==> config.mk <==
export PLATFORM = sky130hd
export DESIGN_NAME = crs_regset
export DESIGN_NICKNAME = d
export VERILOG_FILES = /design/src/core/crs_pkg.sv /design/src/core/crs_extend.sv /design/src/core/crs_align.sv /design/src/core/crs_regset.sv
export SDC_FILE = /design/constraint.sdc
export NUM_CORES = 2
export LEC_CHECK = 0
export BUFFER_PORTS_ARGS = -buffer_cell sky130_fd_sc_hd__clkbuf_2
export CAP_MARGIN = 20
export CORE_UTILIZATION = 64
export DETAILED_ROUTE_END_ITERATION = 6
export HOLD_SLACK_MARGIN = 0.03
export PLACE_DENSITY_LB_ADDON = 0.1
export SLEW_MARGIN = 20
export SYNTH_ARGS = -nofsm -noshare
export SYNTH_HDL_FRONTEND = slang
export SYNTH_SLANG_ARGS = --single-unit
export TNS_END_PERCENT = 100
==> constraint.sdc <==
create_clock -name clk_sys -period 4.2 [get_ports clk_sys]
set_input_delay 0.42 -clock clk_sys [delete_from_list [all_inputs] [get_ports clk_sys]]
set_output_delay 0.42 -clock clk_sys [all_outputs]
set_load 0.005 [all_outputs]
==> src/core/crs_pkg.sv <==
// package: constants and carriers of the cpu register set
package crs_pkg;

  localparam int CRS_XLEN = 32;
  localparam int CRS_NUM_GPR = 16;
  localparam logic [3:0] CRS_IDX_INDEX = 4'h0;
  localparam logic [3:0] CRS_IDX_STACK = 4'hf;
  localparam logic [31:0] CRS_INSTR_BYTES = 32'h0000_0002;
  localparam logic [31:0] CRS_LONG_BYTES = 32'h0000_0004;
  localparam logic [31:0] CRS_FRAME_BYTES = 32'h0000_0008;

  // register bus byte offsets, one aligned word each
  localparam logic [7:0] CRS_OFF_GPR0 = 8'h00;
  localparam logic [7:0] CRS_OFF_STATUS_WORD = 8'h40;
  localparam logic [7:0] CRS_OFF_GLOBAL_BASE = 8'h44;
  localparam logic [7:0] CRS_OFF_VECTOR_BASE = 8'h48;
  localparam logic [7:0] CRS_OFF_MAC_HIGH = 8'h4c;
  localparam logic [7:0] CRS_OFF_MAC_LOW = 8'h50;
  localparam logic [7:0] CRS_OFF_RETURN_LINK = 8'h54;
  localparam logic [7:0] CRS_OFF_PROGRAM_COUNTER = 8'h58;
  localparam logic [7:0] CRS_OFF_FAULT = 8'h5c;

  // status_word fields
  localparam int CRS_SR_T_POS = 0;
  localparam int CRS_SR_S_POS = 1;
  localparam int CRS_SR_IMASK_LSB = 4;
  localparam int CRS_SR_IMASK_MSB = 7;
  localparam int CRS_SR_Q_POS = 8;
  localparam int CRS_SR_M_POS = 9;
  localparam logic [31:0] CRS_SR_IMPL_MASK = 32'h0000_03f3;
  localparam logic [31:0] CRS_SR_RESET = 32'h0000_00f0;
  localparam logic [31:0] CRS_VBR_RESET = 32'h0000_0000;
  localparam logic [31:0] CRS_UNDEF_RESET = 32'h0000_0000;

  // fault register field
  localparam int CRS_FAULT_ADDR_ERR_POS = 0;

  // timing
  localparam int CRS_CLK_PERIOD_NS = 40;
  localparam int CRS_INSTR_TIME_NS = 50;
  localparam int CRS_INSTR_REF_MHZ = 20;
  localparam int CRS_INSTR_CYCLES = 1;

  typedef enum logic [1:0] {
    CRS_SZ_BYTE,
    CRS_SZ_WORD,
    CRS_SZ_LONG
  } crs_size_type;

  typedef enum logic [1:0] {
    CRS_WB_ALU,
    CRS_WB_LOAD,
    CRS_WB_IMM_ARITH,
    CRS_WB_IMM_LOGIC
  } crs_wb_src_type;

  typedef struct packed {
    logic en;
    logic [3:0] idx;
    crs_wb_src_type src;
    crs_size_type size;
    logic [31:0] data;
  } crs_wb_type;

  typedef struct packed {
    logic valid;
    logic [31:0] addr;
    crs_size_type size;
    logic stack;
  } crs_mem_type;

  typedef struct packed {
    logic valid;
    logic call;
    logic [31:0] target;
  } crs_branch_type;

  typedef struct packed {
    logic valid;
    logic [31:0] sp;
    logic [31:0] pc;
  } crs_vec_type;

endpackage

==> src/core/crs_extend.sv <==
// extends a loaded value or an 8-bit immediate to a 32-bit operand
`timescale 1ns/100ps
`default_nettype none
module crs_extend
  import crs_pkg::*;
(
  input wire crs_pkg::crs_wb_src_type src,
  input wire crs_pkg::crs_size_type size,
  input wire logic [31:0] din,
  output logic [31:0] dout
);
  always_comb
  begin
    dout = din;
    unique case (src)
      CRS_WB_LOAD:
      begin
        if (size == CRS_SZ_BYTE)
          dout = {{24{din[7]}}, din[7:0]};
        else if (size == CRS_SZ_WORD)
          dout = {{16{din[15]}}, din[15:0]};
      end
      CRS_WB_IMM_ARITH: dout = {{24{din[7]}}, din[7:0]};
      CRS_WB_IMM_LOGIC: dout = {24'h00_0000, din[7:0]};
      CRS_WB_ALU: dout = din;
    endcase
  end
endmodule
`default_nettype wire

==> src/core/crs_align.sv <==
// flags misaligned memory and stack accesses
`timescale 1ns/100ps
`default_nettype none
module crs_align
  import crs_pkg::*;
(
  input wire crs_pkg::crs_mem_type req,
  output logic err
);
  always_comb
  begin
    err = 1'b0;
    if (req.valid)
    begin
      // stack slots hold long words only
      if (req.stack && req.size != CRS_SZ_LONG)
        err = 1'b1;
      else if (req.size == CRS_SZ_WORD)
        err = req.addr[0];
      else if (req.size == CRS_SZ_LONG)
        err = |req.addr[1:0];
    end
  end
endmodule
`default_nettype wire

==> src/core/crs_regset.sv <==
// architectural register set with operand formatting and pc control
//
// Overview of operation
// - sixteen general, three control, four system registers
// - index_register offsets indexed and base addressing
// - stack_register pushes and pops exception frames
// - global_base gives peripheral base address
// - vector_base gives exception vector area base
// - mac_high and mac_low hold multiply results
// - call saves return_link; program_counter steers fetch
// - reset: mask bits ones, vector_base zero
// - stack_register and program_counter load from vectors
// - loaded bytes and words sign-extend to 32
// - byte accesses off the stack never fault on alignment
// - misaligned word or long raises address error
// - stack accesses must be aligned long words
// - arithmetic immediates sign-extend from eight bits
// - logical immediates zero-extend from eight bits
// - wide constants fetched pc-relative from memory
// - instructions are fixed sixteen bits
// - one basic instruction per clock
// - arithmetic between registers; bit ops on memory
// - unconditional branch runs its delay slot first
// - long word is the standard operand length
`timescale 1ns/100ps
`default_nettype none
module crs_regset
  import crs_pkg::*;
#(
  parameter int XLEN = CRS_XLEN,
  parameter int NUM_GPR = CRS_NUM_GPR
)
(
  input wire logic clk_sys,
  input wire logic arst_n,
  input wire logic [7:0] reg_addr,
  input wire logic [31:0] reg_wdata,
  input wire logic reg_wr,
  input wire logic reg_rd,
  output logic [31:0] reg_rdata,
  input wire logic [3:0] rd_a_idx,
  input wire logic [3:0] rd_b_idx,
  output logic [XLEN-1:0] rd_a_data,
  output logic [XLEN-1:0] rd_b_data,
  input wire crs_pkg::crs_wb_type wb,
  input wire crs_pkg::crs_mem_type mem_req,
  output logic mem_ok,
  output logic addr_err,
  input wire crs_pkg::crs_vec_type vec_load,
  input wire logic instr_step,
  input wire crs_pkg::crs_branch_type branch,
  input wire logic exc_push,
  input wire logic exc_pop,
  input wire logic mac_wr,
  input wire logic [2*XLEN-1:0] mac_value,
  input wire logic [7:0] vec_num,
  input wire logic [7:0] lit_disp,
  input wire logic lit_long,
  input wire logic [7:0] gbr_disp,
  output logic [31:0] fetch_addr,
  output logic [31:0] stack_addr,
  output logic [31:0] index_addr,
  output logic [31:0] gbr_addr,
  output logic [31:0] vector_addr,
  output logic [31:0] literal_addr,
  output logic [31:0] status_out,
  output logic [31:0] return_out,
  output logic [2*XLEN-1:0] mac_out,
  output logic delay_slot
);
  import crs_pkg::*;

  logic [XLEN-1:0] gpr_r [NUM_GPR];
  logic [31:0] status_word_r;
  logic [31:0] global_base_r;
  logic [31:0] vector_base_r;
  logic [31:0] mac_high_r;
  logic [31:0] mac_low_r;
  logic [31:0] return_link_r;
  logic [31:0] program_counter_r;
  logic [31:0] target_r;
  logic pend_r;
  logic fault_r;
  logic [31:0] wb_ext;
  logic misalign;
  logic bus_gpr;
  logic [3:0] bus_idx;
  logic [31:0] rdata_nxt;
  logic [31:0] sp_nxt;

  // operand formatting for all writebacks
  crs_extend u_extend (
    .src(wb.src),
    .size(wb.size),
    .din(wb.data),
    .dout(wb_ext)
  );

  crs_align u_align (
    .req(mem_req),
    .err(misalign)
  );

  assign bus_gpr = (reg_addr < CRS_OFF_STATUS_WORD) && (reg_addr[1:0] == 2'b00);
  assign bus_idx = reg_addr[5:2];

  // stack pointer movement on exception entry and return
  always_comb
  begin
    sp_nxt = gpr_r[CRS_IDX_STACK];
    if (exc_push)
      sp_nxt = gpr_r[CRS_IDX_STACK] - CRS_FRAME_BYTES;
    else if (exc_pop)
      sp_nxt = gpr_r[CRS_IDX_STACK] + CRS_FRAME_BYTES;
  end

  // general registers: core writeback wins over the bus
  always_ff @(posedge clk_sys or negedge arst_n)
  begin
    if (!arst_n)
    begin
      for (int i = 0; i < NUM_GPR; i++)
        gpr_r[i] <= CRS_UNDEF_RESET;
    end
    else
    begin
      if (reg_wr && bus_gpr)
        gpr_r[bus_idx] <= reg_wdata;
      if (exc_push || exc_pop)
        gpr_r[CRS_IDX_STACK] <= sp_nxt;
      if (wb.en)
        gpr_r[wb.idx] <= wb_ext;
      if (vec_load.valid)
        gpr_r[CRS_IDX_STACK] <= vec_load.sp;
    end
  end

  // status word; reserved bits forced to zero
  always_ff @(posedge clk_sys or negedge arst_n)
  begin
    if (!arst_n)
      status_word_r <= CRS_SR_RESET;
    else if (reg_wr && reg_addr == CRS_OFF_STATUS_WORD)
      status_word_r <= reg_wdata & CRS_SR_IMPL_MASK;
  end

  always_ff @(posedge clk_sys or negedge arst_n)
  begin
    if (!arst_n)
      global_base_r <= CRS_UNDEF_RESET;
    else if (reg_wr && reg_addr == CRS_OFF_GLOBAL_BASE)
      global_base_r <= reg_wdata;
  end

  always_ff @(posedge clk_sys or negedge arst_n)
  begin
    if (!arst_n)
      vector_base_r <= CRS_VBR_RESET;
    else if (reg_wr && reg_addr == CRS_OFF_VECTOR_BASE)
      vector_base_r <= reg_wdata;
  end

  // multiply-accumulate pair; core result wins over the bus
  always_ff @(posedge clk_sys or negedge arst_n)
  begin
    if (!arst_n)
    begin
      mac_high_r <= CRS_UNDEF_RESET;
      mac_low_r <= CRS_UNDEF_RESET;
    end
    else if (mac_wr)
    begin
      mac_high_r <= mac_value[2*XLEN-1:XLEN];
      mac_low_r <= mac_value[XLEN-1:0];
    end
    else if (reg_wr && reg_addr == CRS_OFF_MAC_HIGH)
      mac_high_r <= reg_wdata;
    else if (reg_wr && reg_addr == CRS_OFF_MAC_LOW)
      mac_low_r <= reg_wdata;
  end

  // return address is past the delay slot
  always_ff @(posedge clk_sys or negedge arst_n)
  begin
    if (!arst_n)
      return_link_r <= CRS_UNDEF_RESET;
    else if (branch.valid && branch.call)
      return_link_r <= program_counter_r + (CRS_INSTR_BYTES << 1);
    else if (reg_wr && reg_addr == CRS_OFF_RETURN_LINK)
      return_link_r <= reg_wdata;
  end

  // delayed branch bookkeeping
  always_ff @(posedge clk_sys or negedge arst_n)
  begin
    if (!arst_n)
    begin
      pend_r <= 1'b0;
      target_r <= CRS_UNDEF_RESET;
    end
    else if (vec_load.valid)
      pend_r <= 1'b0;
    else if (branch.valid)
    begin
      pend_r <= 1'b1;
      target_r <= branch.target;
    end
    else if (instr_step && pend_r)
      pend_r <= 1'b0;
  end

  // one fixed-length instruction per step
  always_ff @(posedge clk_sys or negedge arst_n)
  begin
    if (!arst_n)
      program_counter_r <= CRS_UNDEF_RESET;
    else if (vec_load.valid)
      program_counter_r <= vec_load.pc;
    else if (instr_step && pend_r)
      program_counter_r <= target_r;
    else if (instr_step)
      program_counter_r <= program_counter_r + CRS_INSTR_BYTES;
    else if (reg_wr && reg_addr == CRS_OFF_PROGRAM_COUNTER)
      program_counter_r <= reg_wdata;
  end

  // sticky address error; a new error beats the clear
  always_ff @(posedge clk_sys or negedge arst_n)
  begin
    if (!arst_n)
      fault_r <= 1'b0;
    else if (misalign)
      fault_r <= 1'b1;
    else if (reg_wr && reg_addr == CRS_OFF_FAULT &&
             reg_wdata[CRS_FAULT_ADDR_ERR_POS])
      fault_r <= 1'b0;
  end

  // memory check result, one cycle after the request
  always_ff @(posedge clk_sys or negedge arst_n)
  begin
    if (!arst_n)
    begin
      addr_err <= 1'b0;
      mem_ok <= 1'b0;
    end
    else
    begin
      addr_err <= misalign;
      mem_ok <= mem_req.valid && !misalign;
    end
  end

  // register bus read
  always_comb
  begin
    rdata_nxt = 32'h0000_0000;
    if (bus_gpr)
      rdata_nxt = gpr_r[bus_idx];
    else
    begin
      unique case (reg_addr)
        CRS_OFF_STATUS_WORD: rdata_nxt = status_word_r;
        CRS_OFF_GLOBAL_BASE: rdata_nxt = global_base_r;
        CRS_OFF_VECTOR_BASE: rdata_nxt = vector_base_r;
        CRS_OFF_MAC_HIGH: rdata_nxt = mac_high_r;
        CRS_OFF_MAC_LOW: rdata_nxt = mac_low_r;
        CRS_OFF_RETURN_LINK: rdata_nxt = return_link_r;
        CRS_OFF_PROGRAM_COUNTER: rdata_nxt = program_counter_r;
        CRS_OFF_FAULT: rdata_nxt = {31'h0000_0000, fault_r};
        default: rdata_nxt = 32'h0000_0000;
      endcase
    end
  end

  always_ff @(posedge clk_sys or negedge arst_n)
  begin
    if (!arst_n)
      reg_rdata <= 32'h0000_0000;
    else if (reg_rd)
      reg_rdata <= rdata_nxt;
    else
      reg_rdata <= 32'h0000_0000;
  end

  // operand read ports
  always_ff @(posedge clk_sys or negedge arst_n)
  begin
    if (!arst_n)
    begin
      rd_a_data <= '0;
      rd_b_data <= '0;
    end
    else
    begin
      rd_a_data <= gpr_r[rd_a_idx];
      rd_b_data <= gpr_r[rd_b_idx];
    end
  end

  // derived addresses
  always_ff @(posedge clk_sys or negedge arst_n)
  begin
    if (!arst_n)
    begin
      fetch_addr <= 32'h0000_0000;
      stack_addr <= 32'h0000_0000;
      index_addr <= 32'h0000_0000;
      gbr_addr <= 32'h0000_0000;
      vector_addr <= 32'h0000_0000;
      literal_addr <= 32'h0000_0000;
    end
    else
    begin
      fetch_addr <= program_counter_r;
      stack_addr <= gpr_r[CRS_IDX_STACK];
      index_addr <= global_base_r + gpr_r[CRS_IDX_INDEX];
      gbr_addr <= global_base_r + {24'h00_0000, gbr_disp};
      vector_addr <= vector_base_r + {22'h00_0000, vec_num, 2'b00};
      if (lit_long)
        literal_addr <= (program_counter_r & 32'hffff_fffc) +
                        {22'h00_0000, lit_disp, 2'b00};
      else
        literal_addr <= program_counter_r +
                        {23'h00_0000, lit_disp, 1'b0};
    end
  end

  // visible system state
  always_ff @(posedge clk_sys or negedge arst_n)
  begin
    if (!arst_n)
    begin
      status_out <= CRS_SR_RESET;
      return_out <= CRS_UNDEF_RESET;
      mac_out <= '0;
      delay_slot <= 1'b0;
    end
    else
    begin
      status_out <= status_word_r;
      return_out <= return_link_r;
      mac_out <= {mac_high_r, mac_low_r};
      delay_slot <= pend_r;
    end
  end

endmodule
`default_nettype wire

-- Yosys cells after proc, flatten, opt, wreduce, memory -nomap -nowiden
Index checks and enable logic that the tools add are counted.
- register bits: 1141
- input port bits: 321
- output and inout bits: 419
- logic and storage cells: 157
- $add $sub $neg: 9
- order comparisons: 7
- equal/unequal tests: 16
- mux-type cells: 48
- bitwise gates (word level): 5
- reductions and logical operators: 31
- operator list (cell ; number):
    512-bit bitwise mux ; 2
    512-bit 2-to-1 mux ; 2
    32-bit 2-to-1 mux ; 28
    32-bit binary-select mux with 4-bit select ; 3
    32-bit demux with 4-bit select ; 2
    32-bit one-hot mux with 8 select lines ; 1
    32-bit one-hot mux with 4 select lines ; 1
    32-bit by 10-bit adder with 32-bit output ; 2
    8-bit by 7-bit == test with 1-bit output (second input constant) ; 8
    32-bit by 2-bit adder with 32-bit output (second input constant) ; 1
    32-bit by 3-bit adder with 32-bit output (second input constant) ; 1
    32-bit adder ; 1
    32-bit by 4-bit adder with 32-bit output (second input constant) ; 1
    32-bit by 8-bit adder with 32-bit output ; 1
    32-bit by 9-bit adder with 32-bit output ; 1
    32-bit by 4-bit subtractor with 32-bit output (second input constant) ; 1
    5-bit greater-or-equal comparator (second input constant) ; 4
    4-bit inverter with 5-bit output ; 4
    1-bit logical AND ; 17
    5-bit by 1-bit less-than comparator with 1-bit output (second input constant) ; 2
    1-bit 2-to-1 mux ; 9
    8-bit by 7-bit less-than comparator with 1-bit output (second input constant) ; 1
    2-bit nonzero test ; 4
    2-bit by 1-bit == test with 1-bit output (second input constant) ; 3
    other kinds (10) ; 16

-- Depth between registers and ports, before layout
- depth after elaboration: 11
- depth in mapped cells: 11

-- Cells and area by module
A second synthesis with hierarchy kept.
- cells, all modules: 5667
- area, all modules: 64224.1 um^2
- by module, submodules not included (module ; times used ; cells each ; area an instance (um^2) ; sequential area each (um^2)):
    crs_regset ; 1 ; 5619 ; 63840.0 ; 28562.4
    crs_extend ; 1 ; 44 ; 345.3 ; 0.0
    crs_align ; 1 ; 4 ; 38.8 ; 0.0

-- Worst setup path after synthesis
No wires, ideal clock.
- path kind: register to register
- start point: register gpr_r[3] (netlist name)
- end point: register gpr_r[31] (netlist name)
- arrival time: 2629 ps
- required time: 4136 ps
- setup slack: 1507 ps
- cell stages (with the launch flop): 11
- path buffers: 1
- period minus slack after synthesis: 2693 ps
- cell sequence: dfrtp_1 clkbuf_1 inv_1 ha_1 or4bb_2 nand3b_1 or4_4 o32ai_2 mux2_1 a21oi_1 a21o_1
- word-level cells in the longest chain between the ends: 7
- elaborated cells between the ends (all ways): 8
- those cells by class: 2 x add/sub; 6 x mux
- RTL lines (what ; line ; source):
    from (decl) ; crs_regset.sv:73 ; logic [XLEN-1:0] gpr_r [NUM_GPR];
    from (signal, indexed assignment) ; crs_regset.sv:128 ; gpr_r[bus_idx] <= reg_wdata;
    from (signal, indexed assignment) ; crs_regset.sv:130 ; gpr_r[CRS_IDX_STACK] <= sp_nxt;
    from (signal, indexed assignment) ; crs_regset.sv:132 ; gpr_r[wb.idx] <= wb_ext;
    32-bit by 4-bit adder with 32-bit output ; crs_regset.sv:114 ; sp_nxt = gpr_r[CRS_IDX_STACK] + CRS_FRAME_BYTES;
    32-bit 2-to-1 mux ; crs_regset.sv:113 ; else if (exc_pop)
    32-bit 2-to-1 mux * ; crs_regset.sv:111 ; if (exc_push)
    32-bit 2-to-1 mux * ; crs_regset.sv:129 ; if (exc_push || exc_pop)
    512-bit bitwise mux ; crs_regset.sv:132 ;
    512-bit 2-to-1 mux * ; crs_regset.sv:131 ; if (wb.en)
    32-bit 2-to-1 mux * ; crs_regset.sv:133 ; if (vec_load.valid)
Mark *: on every way between the ends. The rest lies on a longest branch, timed or not.
A chain may end at the register's enable or synchronous reset.

-- Final worst setup path
- start point: register gpr_r[489] (netlist name)
- end point: register index_addr[30]
- word-level cells in the longest chain between the ends: 1
- RTL lines (what ; line ; source):
    32-bit adder ; crs_regset.sv:317 ; index_addr <= global_base_r + gpr_r[CRS_IDX_INDEX];
    to (signal assigned) ; crs_regset.sv:317 ;
    to (decl) ; crs_regset.sv:62 ; output logic [31:0] index_addr,
No other way between the ends.

==> key figures <==
Status
  – Status: complete, no violations

Global route
  – Initial antenna violation count: 38
  – Met1 Use GR: 63.87%
  – Total congestion overflow: 0
  – GRT Overall Usage: between 50% and 60%
  – Largest net degree at the start of global routing: 122
  – Met2 GRT Util: 75.51%
  – M3 GR Usage: 19.28%
  – First-pass GRT wire length: 383200 um
  – Vias in the first global route: 54220
  – Gr busiest metal: met2

Drt
  – Antenna Violating Nets Remaining: 0
  – Initial DRC count: 8222
  – Wire per inst: 34.72 um
  – # DRC: 0
  – Vias: 55670
  – Post-DR vias/cell: between 7 and 8
  – Pre-antenna DRT Iters: 7
  – Overall routed net length: 267700 um

Placement
  – GPL Wtd Cong: between 1 and 1.5
  – Placed Area: 0.06924 mm2
  – Port Buffers: 685
  – Dpl hpwl: 181700 um
  – Post-Place Worst Slack: 0.8671 ns

Timing
  – Final worst path period need: 3.425 ns
  – RSZ-0062 raised after global routing: false
  – Slew Limit Fails: 0
  – Final setup TNS: 0 ns
  – Worst slew margin: 7.882%
  – Final setup viols: 0
  – Period Utilization, post-route: 81.56%
  – Max Freq: 0.2919 GHz
  – Final hold vios: 0
  – Tightest Pin Transition: ~1.4 ns
  – Layout Skew: 0.03209 ns
  – Setup ws final: slightly below 0.8 ns

Clock tree
  – CTS tree: done
  – Cts repair resizes: 0
  – Total CTS buffers: 118
  – Reg clk slew, reported paths: 0.07 ns
  – Clock Path Buffers: 3
  – # H-tree levels: 3
  – Post-CTS Setup Inserts: 0
  – Clock Sinks: 1141
  – Clock Root Buffer: clkbuf_16
  – Worst-Skew Late Latency: 0.75 ns

Setup path
  – Worst R2R End: index_addr[30]
  – CP Capture Type: register
  – R2r startpoint: gpr_r[489]
  – Critical Path AT: between 4 and 5 ns
  – Crit-path cells: ha_1 > a21o_1 > o21bai_1 > a221oi_1 > o211ai_1 > a211oi_1 > o21ai_0 > xor2_1
  – R2R depth: 8
  – Crit. Startpoint: gpr_r[489]
  – Critical path type: reg2reg
  – Worst path depth: 8
  – CP required: 4.80 ns
  – Sum of buffers and inverters on the critical path: 0
  – Crit Path Max Fanout: 7
  – R2R setup slack: 0.77 ns
  – Max incr delay on CP: ~0.66 ns
  – Startpoint types: register
  – Top delay family on crit path: compound AO/OA/AOI/OAI gates
  – Slowest-stage cell, CP: dfrtp_1
  – Endpoint of the most critical setup path: index_addr[30]

Synthesis
  – Post-synthesis adder-cell area fraction: 1.455%
  – Ys flop type: dfrtp_1
  – Share of synthesized flip-flops with an asynchronous set or reset: 100.0%
  – Mapped cell area: 0.06449 mm2
  – Largest family of logic cells by synthesized area: multiplexers
  – Synthesis-stage register bit count: about 1100
  – Simple logic cell fraction of the synthesized area: 8.428%
  – Mux contribution to synthesized area: 28.43%
  – Yosys top cell by area: dfrtp_1
  – Synth warnings: 0
  – Post-Synth XOR/XNOR Area: about 2.2%
  – Post-Synthesis Cells: 5694
  – Synth Area in Compound Gates: 11.22%
  – Netlist cell types: 89
  – Synthesized area per cell: 11.33 um2
  – Post-synth EDFFs: 0
  – Yosys top cell area share: 43.96%
  – Ranking of synthesized cells by area: dfrtp_1 (44%), mux4_2 (17%), mux2i_1 (9.4%)
  – Post-synthesis sequential area ratio: 44.29%

Floorplanning
  – I/O pins: 740
  – Die X: 319.4 um
  – Rows: 116
  – Die height: 319.4 um
  – Full die area: 0.1020 mm2
  – Starting Density: 64.49%
  – Core region area: 0.1000 mm2

Cells and area
  – Area Overhead vs Synth: 16.44%
  – Regs by FF count: gpr_r: 512 flops, mac_out: 64 flops
  – Commonest cells after routing, fill and taps aside: dfrtp_1 (1133), clkbuf_2 (674), mux2i_1 (603)
  – Final instance area: 0.07510 mm2
  – Post-layout nets: 6678
  – Largest register FFs: 512
  – Layout cells sized above 1: around 28%
  – Most common cell after layout, fill and taps aside: dfrtp_1
  – Largest register by flop count: gpr_r
  – Layout Utilization: roughly 75%

Power
  – Peak VDD IR: 0.0005350 V
  – Pleak: around 36 nW
  – Cell Pwr Density: 469.7 mW/mm2

Job
  – Max_cap viols: 0

Worst hold path
  – HP Class: in2reg
## synthesized netlist by cell type (all sizes together), types with 21 or more instances
| master | count |
|---|---|
| clkbuf | 419 |
| nor2b | 21 |
| a22oi | 49 |
| xnor2 | 104 |
| and2 | 21 |
| a31oi | 24 |
| dfrtp | 1133 |
| a21o | 34 |
| nor2 | 516 |
| a21oi | 483 |
| buf | 153 |
| a221oi | 43 |
| o21a | 27 |
| ha | 67 |
| and3 | 24 |
| mux2i | 603 |
| xor2 | 56 |
| o211ai | 32 |
| o21ai | 391 |
| nand4 | 27 |
| inv | 47 |
| nand3 | 51 |
| mux4 | 481 |
| nand2 | 437 |
| nor3 | 47 |
| nand2b | 28 |
| mux2 | 129 |
## how the worst min path moves through the flow
stage / slack [ns] / from / to / cells past startpoint
2_1_floorplan: 0.12 / arst_n / addr_err / 0
3_3_place_gp: 0.37 / status_word_r[7] / status_out[7] / 0
3_5_place_dp: 0.37 / status_word_r[7] / status_out[7] / 0
4_1_cts: 0.03 / branch[14] / target_r[14] / 2
5_1_grt: 0.07 / vec_load[24] / program_counter_r[24] / 3
6_report: 0.06 / vec_load[24] / program_counter_r[24] / 3
## worst reg2reg max path: stages, from the launching register on
cell      delay [ns]
dfrtp_1         0.66
ha_1            0.41
a21o_1          0.22
o21bai_1        0.18
a221oi_1        0.56
o211ai_1        0.30
a211oi_1        0.58
o21ai_0         0.21
xor2_1          0.17
## per-layer routing
metal / routed length (um) / part of all wire (%)
met1: 86740 / 32
met2: 113700 / 42
met3: 38920 / 15
met4: 28160 / 11
met5: 229 / 0.086
## kinds of logic after synthesis
logic type,after synthesis
mux,1213
simple gates,1251
fa+ha+maj,72
compound gates,1235
flops,1141
xor+xnor,160
buf+inv,621
other cells,1
## per-stage QoR
step	power (W)	instances	hold WS (ns)
after CTS	0.03484	7683	0.03071
after detailed placement	0.02324	7313	0.3691
after global placement	0.02290	7312	0.3666
final	0.03527	7712	0.05598
after global routing	0.03624	7693	0.06988
after floorplan	0.01943	5717	0.1244
## repair_timing
item | CTS | global route
hold buffers | 149 | 0
endpoints found under the hold margin | 231 | 0
endpoints found under the setup margin | 0 | 0
## where the power goes
group          internal [W]  switching (W)  leakage [nW]
clock network       0.00691        0.00473          2.07
logic               0.00417        0.00428          20.2
registers            0.0130        0.00223          13.9
## layout make-up
type / count / area [um2]
repair buffers: 1021 / 6773
clock buffers: 158 / 3333
inverters: 48 / 180.2
clock inverters: 63 / 929.6
fillers: 6772 / 24900
flip-flops and latches: 1141 / 28560
well taps: 1298 / 1624
diodes: 28 / 70.07
multi-input cells: 3955 / 33620
Power figures use the tool's default switching activity.
